[src/verilog/scdc_params.svh]
`ifndef SCDC_PARAMS_SVH
`define SCDC_PARAMS_SVH
`define SCDC_ADDR_STATUS     8'hc5
`define SCDC_ADDR_STATUS_EXT 8'hf7
`define SCDC_ADDR_CTRL       8'h10
`define SCDC_ADDR_FLAGS      8'h14
`define SCDC_CTRL_RESET      8'h80
`define SCDC_DIV_X4          2'b10
`define SCDC_DIV_X4_ALT      2'b01
`define SCDC_DIV_MULT        2'b00
`define SCDC_DIV_LOW         2'b11
`define SCDC_LOW_DIV         256
`define SCDC_MC_DIV          4
`define SCDC_STABLE_COUNT    65536
`define SCDC_BIT_DIV_HI      7
`define SCDC_BIT_DIV_LO      6
`define SCDC_BIT_SWB         5
`define SCDC_BIT_MENA        4
`define SCDC_BIT_MFAC        3
`define SCDC_BIT_RDY         3
`define SCDC_BIT_RING        2
`endif

[src/verilog/scdc_pkg.sv]
`include "scdc_params.svh"
package scdc_pkg;
  typedef enum logic [1:0] {
    scdc_seq_idle  = 2'b00,
    scdc_seq_clear = 2'b01,
    scdc_seq_set   = 2'b11,
    scdc_seq_armed = 2'b10
  } scdc_seq_type;
  typedef struct packed {
    logic       read;
    logic       write;
    logic [7:0] address;
    logic [7:0] writedata;
  } scdc_bus_req_type;
  typedef struct packed {
    logic [2:0] serial_tx_busy;
    logic [2:0] serial_rx_busy;
  } scdc_serial_type;
endpackage

[src/verilog/scdc_clock_divider.sv]
// Chosen here: register access over Avalon-MM.
`timescale 1ns/1ps
`include "scdc_params.svh"
////////////////////////////////////////////////////////////////////////////////
// Notes on behaviour
// - system clock enable from oscillator direct, divided by 256, or multiplied
// - peripherals use system clock; machine cycle is system clock divided by 4
// - multiplier active only with enable set and divide select 00
// - factor select 0 gives times two, 1 gives times four
// - divide select 11 is low-speed: divide by 256, 1024 clocks per cycle
// - new clock setting takes effect on the second machine-cycle boundary after the write
// - divide select changes must pass through 10 or 01; others are rejected
// - multiplier engage needs clear enable, set factor, set enable, ready, 00
// - ready flag sets after 65536 source clocks once enable is set
// - writing 00 after ready engages multiplier on the second machine-cycle boundary after the write
// - leaving multiplier needs only a divide select write
// - switchback on acknowledged external interrupt in low-speed mode
// - disabled or masked external interrupts cause no switchback
// - switchback on enabled serial start bit or transmit buffer load
// - status bits 7,6,5 show powerfail, high and low levels in service
// - divisor writes ignored while any serial port is active
// - serial activity bits readable at c5h and f7h
// - divide select resets to 10
// - ring oscillator flag clears 65536 source clocks after stop exit
module scdc_clock_divider #(
  parameter int STABLE_COUNT = `SCDC_STABLE_COUNT
) (
  // clock and reset
  input  wire logic                      core_clk,
  input  wire logic                      rst_n,
  // avalon-mm slave
  input  wire scdc_pkg::scdc_bus_req_type avs_req,
  output logic [7:0]                     avs_readdata,
  output logic                           avs_waitrequest,
  // interrupt and serial status
  input  wire logic                      ext_irq_ack,
  input  wire logic                      powerfail_level_active,
  input  wire logic                      high_level_active,
  input  wire logic                      low_level_active,
  input  wire scdc_pkg::scdc_serial_type serial_busy,
  input  wire logic [2:0]                serial_start_bit,
  input  wire logic [2:0]                serial_tx_buffer_load,
  input  wire logic [2:0]                serial_port_enable,
  input  wire logic                      ring_exit,
  // generated clock enables
  output logic                           sys_clk_en,
  output logic                           mc_clk_en,
  output logic                           multiplier_active,
  output logic                           multiply_factor_select,
  output logic                           low_speed_mode
);
  import scdc_pkg::*;

  logic [1:0]   div_sel;
  logic [1:0]   pend_sel;
  logic         pend_valid;
  logic [1:0]   active_sel;
  logic         switchback_enable;
  logic         multiplier_enable;
  logic         multiplier_ready;
  logic         ring_osc_active;
  logic [16:0]  stable_cnt;
  logic [16:0]  ring_cnt;
  logic [7:0]   sys_cnt;
  logic [1:0]   mc_cnt;
  logic         rd_phase;
  scdc_seq_type seq;
  logic         wr_ctrl;
  logic         serial_active;
  logic         switchback;
  logic [1:0]   req_sel;
  logic         sel_ok;
  logic         mc_edge;
  logic         mult_en_q;

  ////////////////////////////////////////////////////////////////////////////////
  assign wr_ctrl       = avs_req.write && (avs_req.address == `SCDC_ADDR_CTRL);
  assign serial_active = |{serial_busy.serial_tx_busy, serial_busy.serial_rx_busy};
  assign req_sel       = {avs_req.writedata[`SCDC_BIT_DIV_HI], avs_req.writedata[`SCDC_BIT_DIV_LO]};
  // external irq acknowledge already implies enabled and not masked by a higher level
  assign switchback = switchback_enable && (active_sel == `SCDC_DIV_LOW) &&
                      (ext_irq_ack ||
                       |(serial_port_enable & (serial_start_bit | serial_tx_buffer_load)));

  always_comb begin
    sel_ok = 1'b0;
    if (req_sel == div_sel) begin
      sel_ok = 1'b1;
    end else if (req_sel == `SCDC_DIV_X4 || req_sel == `SCDC_DIV_X4_ALT) begin
      sel_ok = 1'b1;
    end else if (div_sel == `SCDC_DIV_X4 || div_sel == `SCDC_DIV_X4_ALT) begin
      if (req_sel == `SCDC_DIV_LOW) begin
        sel_ok = 1'b1;
      end else begin
        // the 00 write itself may be the first step after setting the enable
        sel_ok = (seq == scdc_seq_set || seq == scdc_seq_armed) && multiplier_ready &&
                 !ring_osc_active;
      end
    end
  end

  ////////////////////////////////////////////////////////////////////////////////
  // bus slave: single wait state on reads so readdata settles from a flop
  always_ff @(posedge core_clk) begin
    if (!rst_n) begin
      rd_phase <= 1'b0;
    end else begin
      rd_phase <= avs_req.read && !rd_phase;
    end
  end
  assign avs_waitrequest = avs_req.read && !rd_phase;

  always_ff @(posedge core_clk) begin
    if (!rst_n) begin
      avs_readdata <= 8'h00;
    end else if (avs_req.read && !rd_phase) begin
      case (avs_req.address)
        `SCDC_ADDR_STATUS: avs_readdata <= {powerfail_level_active, high_level_active,
                             low_level_active, 1'b0, serial_busy.serial_tx_busy[1:0],
                             serial_busy.serial_rx_busy[1:0]};
        `SCDC_ADDR_STATUS_EXT: avs_readdata <= {6'h00, serial_busy.serial_tx_busy[2],
                                 serial_busy.serial_rx_busy[2]};
        `SCDC_ADDR_CTRL: avs_readdata <= {div_sel, switchback_enable, multiplier_enable,
                           multiply_factor_select, 3'h0};
        `SCDC_ADDR_FLAGS: avs_readdata <= {4'h0, multiplier_ready, ring_osc_active, 2'h0};
        default: avs_readdata <= 8'h00;
      endcase
    end
  end

  ////////////////////////////////////////////////////////////////////////////////
  // control register
  always_ff @(posedge core_clk) begin
    if (!rst_n) begin
      switchback_enable      <= 1'b0;
      multiplier_enable      <= 1'b0;
      multiply_factor_select <= 1'b0;
    end else if (wr_ctrl) begin
      switchback_enable      <= avs_req.writedata[`SCDC_BIT_SWB];
      multiplier_enable      <= avs_req.writedata[`SCDC_BIT_MENA];
      multiply_factor_select <= avs_req.writedata[`SCDC_BIT_MFAC];
    end
  end

  // divide select; switchback outranks a software write in the same cycle
  always_ff @(posedge core_clk) begin
    if (!rst_n) begin
      div_sel <= `SCDC_DIV_X4;
    end else if (switchback) begin
      div_sel <= `SCDC_DIV_X4;
    end else if (wr_ctrl && !serial_active && sel_ok) begin
      div_sel <= req_sel;
    end
  end

  // engage sequence tracker; any write that clears the enable bit disarms it
  always_ff @(posedge core_clk) begin
    if (!rst_n) begin
      seq <= scdc_seq_idle;
    end else if (wr_ctrl) begin
      case (seq)
        scdc_seq_idle:  seq <= !avs_req.writedata[`SCDC_BIT_MENA] ? scdc_seq_clear : scdc_seq_idle;
        scdc_seq_clear: seq <= avs_req.writedata[`SCDC_BIT_MENA] ? scdc_seq_set : scdc_seq_clear;
        scdc_seq_set:   seq <= avs_req.writedata[`SCDC_BIT_MENA] ? scdc_seq_armed : scdc_seq_clear;
        scdc_seq_armed: seq <= avs_req.writedata[`SCDC_BIT_MENA] ? scdc_seq_armed : scdc_seq_clear;
        default:        seq <= scdc_seq_idle;
      endcase
    end
  end

  // multiplier stabilisation counter
  always_ff @(posedge core_clk) begin
    if (!rst_n) begin
      stable_cnt       <= 17'h00000;
      multiplier_ready <= 1'b0;
    end else if (!multiplier_enable) begin
      stable_cnt       <= 17'h00000;
      multiplier_ready <= 1'b0;
    end else if (stable_cnt == 17'(STABLE_COUNT - 1)) begin
      multiplier_ready <= 1'b1;
    end else begin
      stable_cnt <= stable_cnt + 17'h00001;
    end
  end

  // ring oscillator handover
  always_ff @(posedge core_clk) begin
    if (!rst_n) begin
      ring_osc_active <= 1'b0;
      ring_cnt        <= 17'h00000;
    end else if (ring_exit) begin
      ring_osc_active <= 1'b1;
      ring_cnt        <= 17'h00000;
    end else if (ring_osc_active) begin
      if (ring_cnt == 17'(STABLE_COUNT - 1)) begin
        ring_osc_active <= 1'b0;
      end else begin
        ring_cnt <= ring_cnt + 17'h00001;
      end
    end
  end

  ////////////////////////////////////////////////////////////////////////////////
  // clock generation; multiplied source modelled as enable every oscillator cycle
  assign mc_edge = sys_clk_en && (mc_cnt == 2'(`SCDC_MC_DIV - 1));

  always_ff @(posedge core_clk) begin
    if (!rst_n) begin
      sys_cnt <= 8'h00;
    end else if (active_sel == `SCDC_DIV_LOW) begin
      sys_cnt <= sys_cnt + 8'h01;
    end else begin
      sys_cnt <= 8'h00;
    end
  end

  always_comb begin
    case (active_sel)
      `SCDC_DIV_LOW: sys_clk_en = (sys_cnt == 8'(`SCDC_LOW_DIV - 1));
      default:       sys_clk_en = 1'b1;
    endcase
  end

  always_ff @(posedge core_clk) begin
    if (!rst_n) begin
      mc_cnt <= 2'h0;
    end else if (sys_clk_en) begin
      mc_cnt <= mc_cnt + 2'h1;
    end
  end
  assign mc_clk_en = mc_edge;

  // pending setting applied on the machine-cycle boundary after the one that saw it
  always_ff @(posedge core_clk) begin
    if (!rst_n) begin
      active_sel <= `SCDC_DIV_X4;
      pend_sel   <= `SCDC_DIV_X4;
      pend_valid <= 1'b0;
    end else if (mc_edge) begin
      pend_valid <= (div_sel != active_sel);
      pend_sel   <= div_sel;
      if (pend_valid) begin
        active_sel <= pend_sel;
      end
    end
  end

  // enable is sampled on the boundary so clearing it never cuts a machine cycle short
  always_ff @(posedge core_clk) begin
    if (!rst_n) begin
      mult_en_q <= 1'b0;
    end else if (mc_edge) begin
      mult_en_q <= multiplier_enable;
    end
  end

  assign multiplier_active = mult_en_q && (active_sel == `SCDC_DIV_MULT);
  assign low_speed_mode    = (active_sel == `SCDC_DIV_LOW);
endmodule

[config.mk]
export PLATFORM = sky130hd
export DESIGN_NAME = scdc_clock_divider
export DESIGN_NICKNAME = d
export VERILOG_FILES = /design/src/verilog/scdc_pkg.sv /design/src/verilog/scdc_clock_divider.sv
export VERILOG_INCLUDE_DIRS = /design/src /design/src/verilog
export SDC_FILE = /design/constraint.sdc
export NUM_CORES = 1
export LEC_CHECK = 0
export BUFFER_PORTS_ARGS = -buffer_cell sky130_fd_sc_hd__buf_2
export CAP_MARGIN = 20
export CORE_MARGIN = 2
export CORE_UTILIZATION = 59
export CTS_CLUSTER_SIZE = 20
export DETAILED_ROUTE_END_ITERATION = 10
export PLACE_DENSITY = 0.86
export SYNTH_ARGS = -nofsm -noshare
export SYNTH_HDL_FRONTEND = slang
export SYNTH_SLANG_ARGS = --single-unit
[constraint.sdc]
create_clock -name core_clk -period 4.7 [get_ports core_clk]
set_input_delay 0.235 -clock core_clk [delete_from_list [all_inputs] [get_ports core_clk]]
set_output_delay 0.235 -clock core_clk [all_outputs]
set_load 0.01 [all_outputs]
==> qor.csv <==
metric,value,unit
drc,0,
syn_nets,402,
powerDensity,360,mW/mm^2
cts_max_level,3,
ys.flop_type,dfxtp_1,
root_buffer,clkbuf_8,
synthMuxAreaShare,0.0270,
cts_tree,built,
die_x,76.1,um
pin_count,54,
drtPass1Iterations,4,
slew_violations,0,
diodes,0,
numCtsBuffers,9,
start_util,0.607,
fin_crit,2.35,ns
synth_compound_area_frac,0.113,
syn_area_per_cell,8.63,um^2
io_buffers,50,
rsz0062_at_grt,no,
synth-seq-cells,68,
syn-cell-area,0.00306,mm^2
nFillCells,378,
fin_hold_ws,0.147,ns
cp.required,4.47,ns
grt_use_total,0.229,
finalCritPeriodShare,0.501,
cpMaxStageDelayCell,o21ai_1,
insertion_delay,0.34,ns
maxCapViolations,0,
antenna_found_initial,0,
fp.coreArea,0.00504,mm^2
synthSimpleGateAreaFrac,0.266,
rrSetupSlack,2.50,ns
max_freq,425,MHz
cts_sinks,68,
nNetsFinal,450,
ys_seq_area_frac,0.444,
cts_setup_buffers,0,
path_cells,ha_1 > nand3_1 > o21ai_1 > and2_0 > buf_2,
drive_above_1_share,0.170,
die_y,76.1,um
synth_top_family_by_area,simple AND/OR/NAND/NOR gates,
worstSetupStartpointType,flip-flop,
ctsResizeCount,0,
grt_pass1_vias,2553,
finalHoldViolCount,0,
drt_wl_total,6310,um
clockBufferDepth,2,
crit_type,flip-flop to output port,
peakVddDrop,0.276,mV
ys_async_sr_fraction,0,
wl_per_cell,13.2,um
p_total,0.00130,W
final.setup_skew,0.00620,ns
ant_nets,0,
setup_viol,0,
grt_pass1_wl,10900,um
die-area,0.00578,mm^2
power.leakage,1.37,nW
status,"finished, final reports clean",
fin_setup_tns,0,ns
cp_max_fo,9,
final_common_cell,dfxtp_1,
final_cell_mix,"dfxtp_1 (68), buf_2 (50), nor2_1 (43)",
hpwlAfterDp,4370,um
num_vias,2706,
cpLargestDelayFamily,compound AO/OA/AOI/OAI gates,
gp_congestion,0.901,
max-slew-margin-rel,0.556,
syn_to_final_growth,18.3,%
synth_fa_ha_area_frac,0.0286,
rows,26,
synth_cells,355,
synth-edff-count,0,
crit_path_end_kind,output port,
arrival,2.12,ns
clk_pin_slew,0.07,ns
cp_slowest_stage_delay,0.54,ns
postCtsHoldBufs,0,
synth_cell_types,45,
grt_start_max_net_pins,20,
synth_xor_area_frac,0.0915,
avgViaCountPerCell,5.67,
worst_pin_slew,0.662,ns
min-delay-path-class,input port to flip-flop,
cp.buffers_inverters,1,
ys_warn_count,0,
drtIter0Drc,159,
grt_overflow_total,0,
==> worst register-to-register path, delay by kind of cell (launching register included) <==
family                   cells  cell delay [ns]
flip-flops                   1             0.34
AND/OR/NAND/NOR              6             1.42
AO/OA/AOI/OAI                1             0.14
adder cells (fa/ha/maj)      1             0.22
==> logic make-up (layout without fill, tap and decap cells) <==
kind of cell / after synthesis / after routing
DFF: 68 / 68
xor gates and xnor gates: 32 / 32
muxes: 8 / 8
adders and majority gates: 7 / 7
and+or+nand+nor: 159 / 159
AOI/OAI and AO/OA: 57 / 57
buffers and inverters: 24 / 76
==> cell usage after synthesis, types with 4 or more instances <==
| library cell | number | area, um^2 |
|---|---|---|
| nand2b_1 | 4 | 25.0 |
| nand2_1 | 32 | 120 |
| clkbuf_1 | 13 | 48.8 |
| mux2i_1 | 6 | 60.1 |
| nor3_1 | 5 | 25.0 |
| or3_1 | 10 | 62.6 |
| nand4_1 | 14 | 87.6 |
| a32oi_1 | 4 | 35.0 |
| nor2_1 | 43 | 161 |
| nand3_1 | 21 | 105 |
| dfxtp_1 | 68 | 1360 |
| and3_1 | 5 | 31.3 |
| xor2_1 | 19 | 166 |
| inv_1 | 11 | 41.3 |
| and4_1 | 5 | 43.8 |
| o21ai_0 | 19 | 95.1 |
| ha_1 | 7 | 87.6 |
| a21oi_1 | 19 | 95.1 |
| xnor2_1 | 13 | 114 |
==> area by class of cell <==
cell class                 instances  area (um^2)  share of cell area
clock buffer                      11          151              0.0418
clock inverter                     4          120              0.0331
inverter                          11         41.3              0.0114
multi-input combinational        263         1610               0.445
sequential                        68         1360               0.376
tap                               70         87.6              0.0242
timing repair buffer              50          250              0.0691
==> per-stage QoR <==
step | instances | utilization | instance area, um^2 | setup slack [ns]
after global routing | 477 | 0.719 | 3620 | 2.16
after global placement | 462 | 0.665 | 3350 | 2.58
final | 477 | 0.719 | 3620 | 2.35
after CTS | 477 | 0.719 | 3620 | 2.34
after detailed placement | 462 | 0.665 | 3350 | 2.51
after floorplan | 355 | - | 3060 | 2.69
==> worst paths after layout <==
path	start	endpoint	cells past startpoint
worst max-delay path	sys_cnt[0]	mc_clk_en	5
worst max register to register	ring_cnt[10]	ring_cnt[11]	8
worst min-delay path	ring_exit	ring_osc_active	3
worst min register to register	avs_readdata[0]	avs_readdata[0]	2
==> layer usage <==
layer | track usage | up-vias | wire, um
li1 | - | 1351 | -
met1 | 0.285 | 1268 | 2890
met2 | 0.376 | 74 | 3000
met3 | 0.0628 | 13 | 273
met4 | 0.0945 | 0 | 140
met5 | 0 | - | 0
==> state kept, by name, summed over array words and instances (netlist names), 2 cells and up, named ones only <==
| register | flops |
|---|---|
| mc_cnt | 2 |
| div_sel | 2 |
| ring_cnt | 17 |
| sys_cnt | 8 |
| stable_cnt | 17 |
| pend_sel | 2 |
| active_sel | 2 |
| avs_readdata | 8 |
==> where the power goes <==
| group | internal [W] | total, W | switching, W | leakage [nW] |
|---|---|---|---|---|
| Combinational | 0.0000294 | 0.0000687 | 0.0000393 | 0.688 |
| Sequential | 0.000584 | 0.000591 | 0.00000606 | 0.549 |
| Clock | 0.000432 | 0.000645 | 0.000212 | 0.136 |
| Total | 0.00105 | 0.00130 | 0.000258 | 1.37 |
No activity file was read; power rests on OpenSTA's default activity.
